<file path="src/rtl/sme_pkg.sv">
package sme_pkg;

    // ------------------------------------------------------------
    // Widths and sizes
    // ------------------------------------------------------------
    localparam int BYTE_BITS = 8;
    localparam int RX_BUF_DEPTH = 2;
    localparam int SYNC_BITS = 4;

    // ------------------------------------------------------------
    // Timing
    // ------------------------------------------------------------
    localparam int CLOCK_PERIOD_NS = 10;
    localparam int SCK_HALF_NS = 50;
    localparam logic [3:0] SCK_HALF_CYCLES = 4'((SCK_HALF_NS + CLOCK_PERIOD_NS - 1)
        / CLOCK_PERIOD_NS);
    localparam logic [4:0] LAST_EDGE = 5'h0F;
    localparam logic [2:0] LAST_BIT = 3'h7;

    // ------------------------------------------------------------
    // Select mode encodings
    // ------------------------------------------------------------
    localparam logic [1:0] SEL_3WIRE = 2'h0;
    localparam logic [1:0] SEL_4WIRE_IN = 2'h1;

    // ------------------------------------------------------------
    // Reset values
    // ------------------------------------------------------------
    localparam logic [1:0] SEL_MODE_RESET = SEL_4WIRE_IN;
    localparam logic [7:0] BYTE_RESET = 8'h00;
    localparam logic [3:0] SYNC_RESET = 4'h1;

    // ------------------------------------------------------------
    // Types
    // ------------------------------------------------------------
    typedef struct packed {
        logic master_en;
        logic engine_en;
        logic [1:0] sel_mode;
        logic clk_phase;
        logic clk_polarity;
    } sme_ctrl_type;

    localparam sme_ctrl_type CTRL_RESET = '{master_en: 1'b0, engine_en: 1'b0,
        sel_mode: SEL_MODE_RESET, clk_phase: 1'b0, clk_polarity: 1'b0};

    typedef struct packed {
        logic xfer_done_flag;
        logic write_collision_flag;
        logic mode_fault_flag;
        logic rx_overrun_flag;
    } sme_flags_type;

    typedef enum logic [1:0] {
        ST_IDLE = 2'h0,
        ST_SETUP = 2'h1,
        ST_SHIFT = 2'h3,
        ST_END = 2'h2
    } sme_state_type;

endpackage

</file>
<file path="src/rtl/sme_buffer.sv">
`timescale 1ns/1ps
module sme_buffer
    import sme_pkg::*;
#(
    parameter int WIDTH = BYTE_BITS,
    parameter int DEPTH = RX_BUF_DEPTH
) (
    input wire logic clock_i,
    input wire logic rst_i,
    input wire logic in_valid_i,
    output logic in_ready_o,
    input wire logic [WIDTH-1:0] in_data_i,
    output logic out_valid_o,
    input wire logic out_ready_i,
    output logic [WIDTH-1:0] out_data_o
);
    localparam int PTR_W = (DEPTH > 1) ? $clog2(DEPTH) : 1;
    localparam int CNT_W = $clog2(DEPTH + 1);
    localparam logic [PTR_W-1:0] PTR_LAST = PTR_W'(DEPTH - 1);
    localparam logic [CNT_W-1:0] CNT_FULL = CNT_W'(DEPTH);

    // ------------------------------------------------------------
    // Storage and pointers
    // ------------------------------------------------------------
    logic [WIDTH-1:0] mem_reg [DEPTH];
    logic [PTR_W-1:0] wr_ptr_reg;
    logic [PTR_W-1:0] rd_ptr_reg;
    logic [CNT_W-1:0] count_reg;
    logic push;
    logic pop;

    assign in_ready_o = (count_reg != CNT_FULL);
    assign out_valid_o = (count_reg != '0);
    assign out_data_o = mem_reg[rd_ptr_reg];
    assign push = in_valid_i & in_ready_o;
    assign pop = out_valid_o & out_ready_i;

    function automatic logic [PTR_W-1:0] ptr_inc(input logic [PTR_W-1:0] p);
        ptr_inc = (p == PTR_LAST) ? '0 : PTR_W'(p + 1'b1);
    endfunction

    always_ff @(posedge clock_i or posedge rst_i) begin
        if (rst_i) begin
            wr_ptr_reg <= '0;
            rd_ptr_reg <= '0;
            count_reg <= '0;
        end else begin
            if (push) wr_ptr_reg <= ptr_inc(wr_ptr_reg);
            if (pop) rd_ptr_reg <= ptr_inc(rd_ptr_reg);
            if (push && !pop) count_reg <= CNT_W'(count_reg + 1'b1);
            else if (pop && !push) count_reg <= CNT_W'(count_reg - 1'b1);
        end
    end

    genvar i;
    generate
        for (i = 0; i < DEPTH; i++) begin : g_mem
            always_ff @(posedge clock_i or posedge rst_i) begin
                if (rst_i) mem_reg[i] <= '0;
                else if (push && wr_ptr_reg == PTR_W'(i)) mem_reg[i] <= in_data_i;
            end
        end
    endgenerate
endmodule // sme_buffer

</file>
<file path="src/rtl/sme_engine.sv">
`timescale 1ns/1ps
module sme_engine
    import sme_pkg::*;
(
    input wire logic clock_i,
    input wire logic rst_i,
    input wire logic ctrl_wr_i,
    input wire sme_ctrl_type ctrl_i,
    output sme_ctrl_type ctrl_o,
    input wire logic data_wr_i,
    input wire logic [7:0] data_wr_byte_i,
    output logic [7:0] rx_data_o,
    output logic rx_valid_o,
    input wire logic rx_ready_i,
    input wire sme_flags_type flags_clr_i,
    output sme_flags_type flags_o,
    input wire logic irq_en_i,
    output logic irq_o,
    output logic busy_o,
    input wire logic sck_i,
    output logic sck_o,
    output logic sck_oe_n_o,
    input wire logic mosi_i,
    output logic mosi_o,
    output logic mosi_oe_n_o,
    input wire logic miso_i,
    output logic miso_o,
    output logic miso_oe_n_o,
    input wire logic nss_i,
    output logic nss_o,
    output logic nss_oe_n_o,
    output logic nss_route_o
);
    // ------------------------------------------------------------
    // Pin synchronisers
    // ------------------------------------------------------------
    logic [SYNC_BITS-1:0] pin_lvl;
    logic sck_lvl;
    logic mosi_lvl;
    logic miso_lvl;
    logic nss_lvl;

    sme_sync #(
        .WIDTH(SYNC_BITS),
        .RESET_VAL(SYNC_RESET)
    ) u_sync (
        .clock_i(clock_i),
        .rst_i(rst_i),
        .async_i({sck_i, mosi_i, miso_i, nss_i}),
        .level_o(pin_lvl)
    );

    assign {sck_lvl, mosi_lvl, miso_lvl, nss_lvl} = pin_lvl;

    // ------------------------------------------------------------
    // State
    // ------------------------------------------------------------
    sme_ctrl_type ctrl_reg;
    sme_ctrl_type ctrl_next;
    sme_flags_type flags_reg;
    sme_flags_type flags_set;
    sme_state_type state_reg;
    sme_state_type state_next;
    logic [3:0] half_cnt_reg;
    logic [4:0] edge_cnt_reg;
    logic sck_act_reg;
    logic [7:0] shift_reg;
    logic shift_full_reg;
    logic [7:0] tx_buf_reg;
    logic tx_full_reg;
    logic [2:0] bit_cnt_reg;
    logic sck_prev_reg;
    logic nss_prev_reg;

    // ------------------------------------------------------------
    // Mode decode
    // ------------------------------------------------------------
    logic is_master;
    logic is_slave;
    logic sel_3w;
    logic sel_4w_in;
    logic slave_sel;
    logic mode_fault;
    logic nss_fall;
    logic load;

    assign is_master = ctrl_reg.engine_en & ctrl_reg.master_en;
    assign is_slave = ctrl_reg.engine_en & ~ctrl_reg.master_en;
    assign sel_3w = (ctrl_reg.sel_mode == SEL_3WIRE);
    assign sel_4w_in = (ctrl_reg.sel_mode == SEL_4WIRE_IN);
    assign slave_sel = is_slave & (sel_3w | (sel_4w_in & ~nss_lvl));
    assign mode_fault = is_master & sel_4w_in & ~nss_lvl;
    assign nss_fall = is_slave & sel_4w_in & nss_prev_reg & ~nss_lvl;

    // ------------------------------------------------------------
    // Slave clock edges
    // ------------------------------------------------------------
    logic s_act_now;
    logic s_act_prev;
    logic s_lead;
    logic s_trail;
    logic s_sample;
    logic s_done;

    assign s_act_now = sck_lvl ^ ctrl_reg.clk_polarity;
    assign s_act_prev = sck_prev_reg ^ ctrl_reg.clk_polarity;
    assign s_lead = slave_sel & s_act_now & ~s_act_prev;
    assign s_trail = slave_sel & ~s_act_now & s_act_prev;
    assign s_sample = ctrl_reg.clk_phase ? s_trail : s_lead;
    assign s_done = s_sample & (bit_cnt_reg == LAST_BIT);

    // ------------------------------------------------------------
    // Master clock generation
    // ------------------------------------------------------------
    logic m_tick;
    logic m_edge;
    logic [4:0] m_edge_idx;
    logic m_sample;
    logic m_last;
    logic m_launch;
    logic mosi_reg;

    assign m_tick = (state_reg != ST_IDLE) & (half_cnt_reg == SCK_HALF_CYCLES - 4'h1);
    assign m_edge = m_tick & ((state_reg == ST_SETUP) |
        ((state_reg == ST_SHIFT) & (edge_cnt_reg != LAST_EDGE)));
    assign m_edge_idx = (state_reg == ST_SETUP) ? 5'h00 : 5'(edge_cnt_reg + 5'h01);
    assign m_sample = m_edge & (m_edge_idx[0] == ctrl_reg.clk_phase);
    assign m_last = m_edge & (m_edge_idx == LAST_EDGE);
    assign m_launch = m_edge & ~m_sample;

    always_comb begin
        state_next = state_reg;
        case (state_reg)
            ST_IDLE: if (load && is_master) state_next = ST_SETUP;
            ST_SETUP: if (m_tick) state_next = ST_SHIFT;
            ST_SHIFT: if (m_tick && edge_cnt_reg == LAST_EDGE) state_next = ST_END;
            ST_END: if (m_tick) state_next = ST_IDLE;
            default: state_next = ST_IDLE;
        endcase
        if (!is_master) state_next = ST_IDLE;
    end

    // ------------------------------------------------------------
    // Shift path
    // ------------------------------------------------------------
    logic in_bit;
    logic [7:0] sh_in;
    logic shift_en;
    logic byte_done;
    logic [7:0] rx_byte;
    logic rx_in_ready;
    logic wr_accept;

    assign in_bit = is_master ? miso_lvl : mosi_lvl;
    assign sh_in = {shift_reg[6:0], in_bit};
    assign shift_en = m_sample | s_sample;
    assign load = tx_full_reg & ~shift_full_reg &
        (is_master ? (state_reg == ST_IDLE) : ((bit_cnt_reg == 3'h0) & ~s_sample));
    assign byte_done = m_last | s_done;
    assign rx_byte = (m_last & ~m_sample) ? shift_reg : sh_in;
    assign wr_accept = data_wr_i & ~tx_full_reg;

    sme_buffer #(
        .WIDTH(BYTE_BITS),
        .DEPTH(RX_BUF_DEPTH)
    ) u_rx_buf (
        .clock_i(clock_i),
        .rst_i(rst_i),
        .in_valid_i(byte_done),
        .in_ready_o(rx_in_ready),
        .in_data_i(rx_byte),
        .out_valid_o(rx_valid_o),
        .out_ready_i(rx_ready_i),
        .out_data_o(rx_data_o)
    );

    // ------------------------------------------------------------
    // Control and flags
    // ------------------------------------------------------------
    always_comb begin
        ctrl_next = ctrl_wr_i ? ctrl_i : ctrl_reg;
        if (mode_fault) begin
            ctrl_next.master_en = 1'b0;
            ctrl_next.engine_en = 1'b0;
        end
    end

    assign flags_set.xfer_done_flag = byte_done;
    assign flags_set.write_collision_flag = data_wr_i & tx_full_reg;
    assign flags_set.mode_fault_flag = mode_fault;
    assign flags_set.rx_overrun_flag = s_done & ~rx_in_ready;

    always_ff @(posedge clock_i or posedge rst_i) begin
        if (rst_i) begin
            ctrl_reg <= CTRL_RESET;
            flags_reg <= '0;
        end else begin
            ctrl_reg <= ctrl_next;
            flags_reg <= (flags_reg & ~flags_clr_i) | flags_set;
        end
    end

    // ------------------------------------------------------------
    // Master sequencer registers
    // ------------------------------------------------------------
    always_ff @(posedge clock_i or posedge rst_i) begin
        if (rst_i) begin
            state_reg <= ST_IDLE;
            half_cnt_reg <= 4'h0;
            edge_cnt_reg <= 5'h00;
            sck_act_reg <= 1'b0;
        end else begin
            state_reg <= state_next;
            half_cnt_reg <= (m_tick || state_reg == ST_IDLE) ? 4'h0 : 4'(half_cnt_reg + 4'h1);
            if (state_reg == ST_IDLE) edge_cnt_reg <= 5'h00;
            else if (m_edge) edge_cnt_reg <= m_edge_idx;
            if (!is_master) sck_act_reg <= 1'b0;
            else if (m_edge) sck_act_reg <= ~sck_act_reg;
        end
    end

    // ------------------------------------------------------------
    // Shift register and transmit buffer
    // ------------------------------------------------------------
    always_ff @(posedge clock_i or posedge rst_i) begin
        if (rst_i) begin
            shift_reg <= BYTE_RESET;
            shift_full_reg <= 1'b0;
            tx_buf_reg <= BYTE_RESET;
            tx_full_reg <= 1'b0;
        end else begin
            if (load) shift_reg <= tx_buf_reg;
            else if (shift_en) shift_reg <= sh_in;
            if (!ctrl_reg.engine_en || byte_done) shift_full_reg <= 1'b0;
            else if (load) shift_full_reg <= 1'b1;
            if (wr_accept) tx_buf_reg <= data_wr_byte_i;
            if (wr_accept) tx_full_reg <= 1'b1;
            else if (load) tx_full_reg <= 1'b0;
        end
    end

    // ------------------------------------------------------------
    // Master output bit, set from the transmit buffer on load, then moved on launch edges
    // ------------------------------------------------------------
    always_ff @(posedge clock_i or posedge rst_i) begin
        if (rst_i) begin
            mosi_reg <= 1'b0;
        end else if (load) begin
            mosi_reg <= tx_buf_reg[7];
        end else if (m_launch) begin
            mosi_reg <= shift_reg[7];
        end
    end

    always_ff @(posedge clock_i or posedge rst_i) begin
        if (rst_i) begin
            bit_cnt_reg <= 3'h0;
            sck_prev_reg <= 1'b0;
            nss_prev_reg <= 1'b1;
        end else begin
            sck_prev_reg <= sck_lvl;
            nss_prev_reg <= nss_lvl;
            if (!is_slave || nss_fall) bit_cnt_reg <= 3'h0;
            else if (s_sample) bit_cnt_reg <= 3'(bit_cnt_reg + 3'h1);
        end
    end

    // ------------------------------------------------------------
    // Pin drive
    // ------------------------------------------------------------
    assign sck_o = sck_act_reg ^ ctrl_reg.clk_polarity;
    assign sck_oe_n_o = ~is_master;
    assign mosi_o = mosi_reg;
    assign mosi_oe_n_o = ~is_master;
    assign miso_o = shift_reg[7];
    assign miso_oe_n_o = ~slave_sel;
    assign nss_o = ctrl_reg.sel_mode[0];
    assign nss_oe_n_o = ~ctrl_reg.sel_mode[1];
    assign nss_route_o = ~sel_3w;

    // ------------------------------------------------------------
    // Status
    // ------------------------------------------------------------
    assign ctrl_o = ctrl_reg;
    assign flags_o = flags_reg;
    assign irq_o = irq_en_i & (|flags_reg);
    assign busy_o = (state_reg != ST_IDLE) | (slave_sel & (bit_cnt_reg != 3'h0));
endmodule // sme_engine

</file>
<file path="src/rtl/sme_sync.sv">
`timescale 1ns/1ps
module sme_sync
    import sme_pkg::*;
#(
    parameter int WIDTH = SYNC_BITS,
    parameter logic [WIDTH-1:0] RESET_VAL = '0
) (
    input wire logic clock_i,
    input wire logic rst_i,
    input wire logic [WIDTH-1:0] async_i,
    output logic [WIDTH-1:0] level_o
);
    // ------------------------------------------------------------
    // Three stages, level taken when stages two and three agree
    // ------------------------------------------------------------
    logic [WIDTH-1:0] s1_reg;
    logic [WIDTH-1:0] s2_reg;
    logic [WIDTH-1:0] s3_reg;
    logic [WIDTH-1:0] level_reg;
    logic [WIDTH-1:0] level_next;

    assign level_next = (~(s2_reg ^ s3_reg) & s3_reg) | ((s2_reg ^ s3_reg) & level_reg);
    assign level_o = level_reg;

    always_ff @(posedge clock_i or posedge rst_i) begin
        if (rst_i) begin
            s1_reg <= RESET_VAL;
            s2_reg <= RESET_VAL;
            s3_reg <= RESET_VAL;
            level_reg <= RESET_VAL;
        end else begin
            s1_reg <= async_i;
            s2_reg <= s1_reg;
            s3_reg <= s2_reg;
            level_reg <= level_next;
        end
    end
endmodule // sme_sync

</file>
<file path="config.mk">
export PLATFORM = sky130hd
export DESIGN_NAME = sme_engine
export DESIGN_NICKNAME = d
export VERILOG_FILES = /design/src/rtl/sme_pkg.sv /design/src/rtl/sme_buffer.sv /design/src/rtl/sme_engine.sv /design/src/rtl/sme_sync.sv
export SDC_FILE = /design/constraint.sdc
export NUM_CORES = 1
export LEC_CHECK = 0
export BUFFER_PORTS_ARGS = -buffer_cell sky130_fd_sc_hd__buf_2
export CORE_MARGIN = 2
export CORE_UTILIZATION = 40
export CTS_CLUSTER_DIAMETER = 40
export DETAILED_ROUTE_END_ITERATION = 10
export GPL_ROUTABILITY_DRIVEN = 0
export GPL_TIMING_DRIVEN = 0
export RECOVER_POWER = 100
export SYNTH_ARGS = -nofsm -noshare
export SYNTH_HDL_FRONTEND = slang
export SYNTH_HIERARCHICAL = 1
export SYNTH_SLANG_ARGS = --single-unit
</file>
<file path="constraint.sdc">
create_clock -name clock_i -period 3.6 [get_ports clock_i]
set_input_delay 0.18 -clock clock_i [delete_from_list [all_inputs] [get_ports clock_i]]
set_output_delay 0.18 -clock clock_i [all_outputs]
set_load 0.01 [all_outputs]
</file>
==> impl_results.md, run 1 <==
- Multi-input logic area: approximately 1500 um^2
- Failing checks: capacitance limit, slew limit
- Worst slew pin tran: 1.75 ns
- Adder-cell area share of the yosys netlist: around 3.8%
- Avg Inst Size Synth: 12.1 um^2
- Simple-Gate Fraction of Synth Area: between 10% and 20%
- Max Root-Sink Buffers: 2
- Setup ws final: roughly 0.41 ns
- GRT Total Usage: around 16%
- CTS Buf Count: 9
- Die Width: about 100 um
- # DRC: 0
- CORE AREA: 9200 um^2
- Relative max-transition margin: -16.6%
- Buf+Inv Stages, Crit Path: 1
- Max-cap violations: 1
- Maximum vdd drop: around 290 uV
- Antenna Nets Post-Route: 0
- Pwr Density: roughly 530 nW/um^2
- Layout Skew: 0.0106 ns
- Vias: approximately 2500
- Switch share: 32.4%
- Crit-path max FO: 8
- Worst-Skew Late Latency: between 0.3 and 0.4 ns
- Main combinational cell family by area after synthesis: multiplexers
- Pre-CTS setup slack: 0.542 ns
- H-tree depth: 3
- Leak Pwr: approximately 2.0 nW
- Synthesis-to-finish area growth: 16.1%
- IO Port Bufs: 56
- Rows: 35
- DRT iter0 DRCs: 70
- CTS tree: done
- Final min period: about 3.2 ns
- Crit Path Category: flop to flop
- #FFs+latches synth: 82
- Compound-Gate Fraction of Synth Area: around 7.3%
- Syn nets: 350
- Crit-path most repeated cell: ha_1
- HPWL after detailed placement: approximately 5.4 mm
- Status: complete, but fails checks
- Int Pwr: 0.00157 W
- Clock power frac: between 20% and 30%
- Fin util: 47.8%
- Arrival time at the worst endpoint: 3.44 ns
- Hold_ws: between 0.04 and 0.05 ns
- Max reg flops: 16
- Slowest cell on the critical path: dfrtp_1
- Die ar.: approximately 10000 um^2
- Routed WL per cell: approximately 15 um
- Crit-path cells: ha_1 -> and3_1 -> ha_1 -> a21boi_0 -> nand4_1 -> nor4_4 -> a21oi_1 -> inv_1 -> nand3b_1 -> mux2_2
- Fill cells: 891
- Peak Freq: around 310 MHz
- Worst setup EP type: flop
- DR vias/cell: roughly 5
- Part of the cycle the worst path needs: 88.7%
- CP Launch Type: flop
- EDFF count, synth: 0
- Post-Synthesis Cells: ~310
- Mux share of post-synthesis cell area: approximately 15%
- RSZ-0062 raised after global routing: false
- Top Family by Delay on Critical Path: simple AND/OR/NAND/NOR gates
- Final Setup Violations: 0
- CTS clk-pin slew, worst paths: ~0.09 ns
- Drt pass-1 iters: 4
- Yosys warning total: 6
- Total Wirelength: between 7 and 8 mm
- Initial Util: roughly two fifths
- GR Overflow Total: 0
- Initial antenna violation count: 0
- Register Area: about 2100 um^2
- Seq pwr share: just over 50%
- Post-synthesis xor/xnor area fraction: roughly 3.2%
- Final #Nets: ~430
- Distinct cell type count after synthesis: 51
- Net Switching: 0.000755 W
- HP Class: input pin to flop
- First-pass GRT wire length: between 10 and 15 mm
- Postcts setup bufs: 0
- Die height: 101 um
- Largest net degree at the start of global routing: 33
- Post-synthesis sequential area ratio: 54.4%
- Logic pwr share: 22.3%
- Diodes inserted: 0
- Vias in the first global route: 2505
- Critical Path RT: 3.84 ns
- Ports: between 50 and 60
- Async SR Flop Fraction: 100%
- Top_reg_cell synth: dfrtp_1
- CTS Sinks: between 80 and 90
- Synthesized area: ~3800 um^2
- Setup TNS Final: 0 ns
- Slew Viols, Final: 33
- Total power: around 0.0023 W
- Hold Fails Final Rpt: 0
- Slowest stage delay, CP: approximately 0.47 ns
- Ratio of cells with drive above 1 in the final layout: ~26%
- Clock Root Buffer: clkbuf_8
## power groups by stage
stage / sequential (W) / combinational, W / clock (W)
2_1_floorplan: 0.00117 / 0.000390 / 0
3_3_place_gp: 0.00119 / 0.000528 / 0
3_5_place_dp: 0.00120 / 0.000545 / 0
4_1_cts: 0.00118 / 0.000551 / 0.000650
5_1_grt: 0.00120 / 0.000588 / 0.000692
6_report: 0.00118 / 0.000519 / 0.000630
## cell type report
type	count	area share [%]
Tap cell	111	3.16
Buffer	13	1.65
Inverter	19	1.62
Clock buffer	9	2.82
Multi-Input combinational cell	200	35.0
Clock inverter	7	1.34
Timing Repair Buffer	65	7.51
Sequential cell	82	46.9
## Yosys cell counts (all sizes together), types with 2 or more instances
master | number | share of area [%]
xor2 | 6 | 1.4
ha | 8 | 2.6
xnor2 | 8 | 1.9
or3 | 2 | 0.33
a21o | 2 | 0.40
a21boi | 2 | 0.40
inv | 19 | 1.9
buf | 10 | 1.8
nor2 | 23 | 2.3
a21oi | 5 | 0.66
mux2 | 43 | 14
or2 | 3 | 0.50
dfrtp | 76 | 50
a31oi | 7 | 1.2
and2 | 6 | 1.0
clkbuf | 3 | 0.30
o21ai | 16 | 2.2
nand2 | 13 | 1.3
nor3 | 2 | 0.26
o31ai | 2 | 0.40
maj3 | 4 | 1.2
nand3 | 12 | 1.6
o21a | 2 | 0.40
nor2b | 4 | 0.86
mux2i | 5 | 1.3
nand2b | 6 | 1.2
nand3b | 3 | 0.69
and3 | 4 | 0.79
dfstp | 6 | 4.2
## cells in the final DEF, fill, tap and decap left out, drive strengths merged, types with 6 or more instances in the layout
cell         instances
mux2                43
xor2                 6
inv                 24
clkbuf              46
nand2b               6
xnor2                8
dfrtp               76
buf                 33
dlygate4sd3          8
ha                   8
nand2               13
nand3               12
dfstp                6
a31oi                7
nor2                23
o21ai               16
and2                 6
## metal layers
layer | wire length (um) | vias up | part of all wire, % | track usage [%]
met3 | 243 | 7 | 3.3 | 2.69
met1 | 3630 | 1244 | 49 | 22.4
met4 | 93 | 0 | 1.3 | 6.86
met2 | 3400 | 43 | 46 | 23.3
li1 | - | 1226 | - | -
met5 | 0 | - | 0 | 0
## metrics by stage
stage	std cells	instance area, um^2
final	506	4400
after global routing	506	4400
after CTS	506	4490
after detailed placement	482	4230
after global placement	481	4210
after floorplan	314	3790
## cells by family (layout without fill, tap and decap cells)
| kind of cell | after synthesis | in the layout |
|---|---|---|
| muxes | 48 | 48 |
| DFF | 82 | 82 |
| buffers and inverters | 32 | 113 |
| xor gates and xnor gates | 14 | 14 |
| and+or+nand+nor | 83 | 83 |
| AOI/OAI and AO/OA | 43 | 43 |
| adders and majority gates | 12 | 12 |
## worst register-to-register path: cells and delay by family (launching register included)
| family | cells | cell delay [ns] |
|---|---|---|
| AND/OR/NAND/NOR | 4 | 1.16 |
| adder cells (fa/ha/maj) | 2 | 0.47 |
| AO/OA/AOI/OAI | 2 | 0.45 |
| buffers and inverters | 1 | 0.11 |
| flip-flops | 1 | 0.47 |
| multiplexers | 1 | 0.41 |
## path summary, 6_finish.rpt
path,start,to,slack [ns],cells after the start
hold / removal,data_wr_byte_i[0],tx_buf_reg[0],0.04,3
hold reg to reg,u_sync/s1_reg[1],u_sync/s2_reg[1],0.36,0
min in group asynchronous,rst_i,async pin,0.45,3
setup / recovery,edge_cnt_reg[0],u_rx_buf/mem_reg[15],0.41,10
setup reg to reg,edge_cnt_reg[0],u_rx_buf/mem_reg[15],0.41,10
max in group asynchronous,rst_i,tx_buf_reg[7],1.10,4
## what timing repair did
| item | CTS | global route |
|---|---|---|
| resized for setup | 0 | 0 |
| hold buffers | 8 | 0 |
| endpoints found under the hold margin | 31 | 0 |
| endpoints found under the setup margin | 0 | 0 |
Power figures use the tool's default switching activity.
==> inputs of run 2 (changes only) <==
- CORE_ASPECT_RATIO: default -> 0.8
==> run 2 against run 1 <==
  * Critical path type unchanged
  * The run still ends with capacitance limit, slew limit left
  * Maximum frequency is 0.49% lower
  * Register-to-register slack got worse by 0.02 ns
  * Power increased by 10%
  * Wire length is 0.56% lower
  * First-iteration DRC count increased by 41%
  * Largest power group unchanged
==> impl_results.md, run 2 (synthesis results as in run 1) <==
- Final Cell Area: roughly 4500 um^2
- Max Root-Sink Buffers: 2
- IO Port Bufs: 56
- DRT iter0 DRCs: 99
- Die ar.: approximately 10000 um^2
- Reg2reg path depth: 11
- Final #Nets: approximately 420
- Rows: 31
- Hold endpoint: flags_o[3]
- Vias: ~2500
- Largest net degree at the start of global routing: 32
- Initial Util: between 40% and 50%
- GRT Total Usage: 15.4%
- HPWL after detailed placement: about 5.3 mm
- Post-place instance area: roughly 4200 um^2
- Max-cap violations: 1
- Die Width: about 110 um
- Worst-Skew Late Latency: 0.34 ns
- Crit-path cells: ha_1 -> and3_1 -> ha_1 -> a21boi_0 -> nand4_1 -> nor4_4 -> a21oi_1 -> inv_1 -> and3_4 -> clkbuf_2 -> mux2_1
- R2r endpoint: u_rx_buf/mem_reg[5]
- Arrival time at the worst endpoint: roughly 3.4 ns
- # DRC: 0
- Crit Path Category: flop to flop
- Top Family by Delay on Critical Path: simple AND/OR/NAND/NOR gates
- Slew Viols, Final: 32
- Final Setup Violations: 0
- Layout Skew: 0.00612 ns
- Maximum vdd drop: 343 uV
- Ports: 58
- RR Startpoint: edge_cnt_reg[0]
- DR vias/cell: about 5.0
- Leak Pwr: 2.06 nW
- Relative max-transition margin: -19.8%
- Worst setup EP type: flop
- Total Wirelength: 7.33 mm
- CTS Sinks: a little over 80
- First-pass GRT wire length: 12.4 mm
- Crit-path max FO: 8
- RSZ-0062 raised after global routing: false
- Clock Root Buffer: clkbuf_16
- Die height: 91.0 um
- Hold Fails Final Rpt: 0
- Fill cells: between 800 and 900
- CTS clk-pin slew, worst paths: ~0.060 ns
- Most common cell after layout, fill and taps aside: dfrtp_1
- Commonest non-fill, non-tap cells in the layout: 76 x dfrtp_1, 36 x clkbuf_1, 35 x mux2_2
- Hold_sp: flags_clr_i[3]
- Postcts setup bufs: 0
- Number of stages on the worst hold path: 2
- Total power: approximately 0.0026 W
- Initial antenna violation count: 0
- Slowest stage delay, CP: 0.46 ns
- GR Overflow Total: 0
- HP Class: input pin to flop
- Part of the cycle the worst path needs: between 80% and 90%
- Slowest cell on the critical path: dfrtp_1
- Worst slew pin tran: 1.80 ns
- CTS Buf Count: 9
- Routed WL per cell: 14.5 um
- Peak Freq: between 300 and 400 MHz
- CP Launch Type: flop
- Status: complete, but fails checks
- Diodes inserted: 0
- R2r setup slk: about 0.39 ns
- Buf+Inv Stages, Crit Path: 2
- H-tree depth: 3
- Pwr Density: about 570 nW/um^2
- Antenna Nets Post-Route: 0
- Vias in the first global route: ~2500
- Max reg flops: 16
- Drt pass-1 iters: 4
- Critical Path RT: 3.81 ns
- Failing checks: capacitance limit, slew limit
- Ratio of cells with drive above 1 in the final layout: around a quarter
- Hold-fix buffers, CTS: 5
- Post-CTS sizing: 0
- CORE AREA: around 9100 um^2
- Setup TNS Final: 0 ns
- Crit-path most repeated cell: ha_1
- CTS tree: done
- Synthesis-to-finish area growth: 18.0%
- Final min period: 3.21 ns
[run 2: changes by cell type in the layout (fill, tap and decap cells not counted), moves of 2 or more]
cell,delta
dlygate4sd3_1,-3
clkbuf_16,+9
clkinv_4,+2
clkbuf_8,-9
[run 2: power by group]
part / total, W / switching (W) / internal [W] / leakage (nW)
Combinational: 0.000520 / 0.000276 / 0.000244 / 0.879
Clock: 0.000870 / 0.000390 / 0.000480 / 0.143
Sequential: 0.00118 / 0.000112 / 0.00107 / 1.04
Total: 0.00257 / 0.000778 / 0.00179 / 2.06
[run 2: final cells by class]
type / count / area [um^2] / share of cell area [%]
sequential: 82 / 2060 / 46.1
multi-input combinational: 200 / 1550 / 34.6
timing repair buffer: 62 / 299 / 6.69
clock buffer: 9 / 225 / 5.04
tap: 115 / 144 / 3.22
inverter: 19 / 71.3 / 1.60
buffer: 13 / 66.3 / 1.48
clock inverter: 7 / 60.1 / 1.34
[run 2: layer usage]
metal	track usage (%)	wire, um	vias up
met5	0	0	-
met4	5.49	106	0
met3	4.61	306	10
met2	22.5	3230	52
met1	21.8	3680	1230
li1	-	-	1234
[run 2: worst max-delay path by stage]
| stage | from | endpoint | slack, ns | depth (start not counted) |
|---|---|---|---|---|
| global route | edge_cnt_reg[0] | u_rx_buf/mem_reg[6] | 0.23 | 11 |
| CTS | edge_cnt_reg[0] | u_rx_buf/count_reg[1] | 0.57 | 13 |
| finish | edge_cnt_reg[0] | u_rx_buf/mem_reg[5] | 0.39 | 11 |
| detailed placement | edge_cnt_reg[0] | u_rx_buf/count_reg[1] | 0.60 | 13 |
| global placement | edge_cnt_reg[0] | u_rx_buf/count_reg[1] | 0.60 | 13 |
| floorplan | edge_cnt_reg[0] | u_rx_buf/count_reg[1] | 0.91 | 12 |
[run 2: stage by stage]
stage,setup WS [ns],cells,hold WS [ns],utilization [%]
after floorplan,0.908,314,0.0909,-
after global placement,0.600,485,0.285,46.2
after detailed placement,0.604,486,0.207,46.4
after CTS,0.569,507,0.00544,50.1
after global routing,0.227,507,0.00986,49.0
final,0.389,507,0.0199,49.0
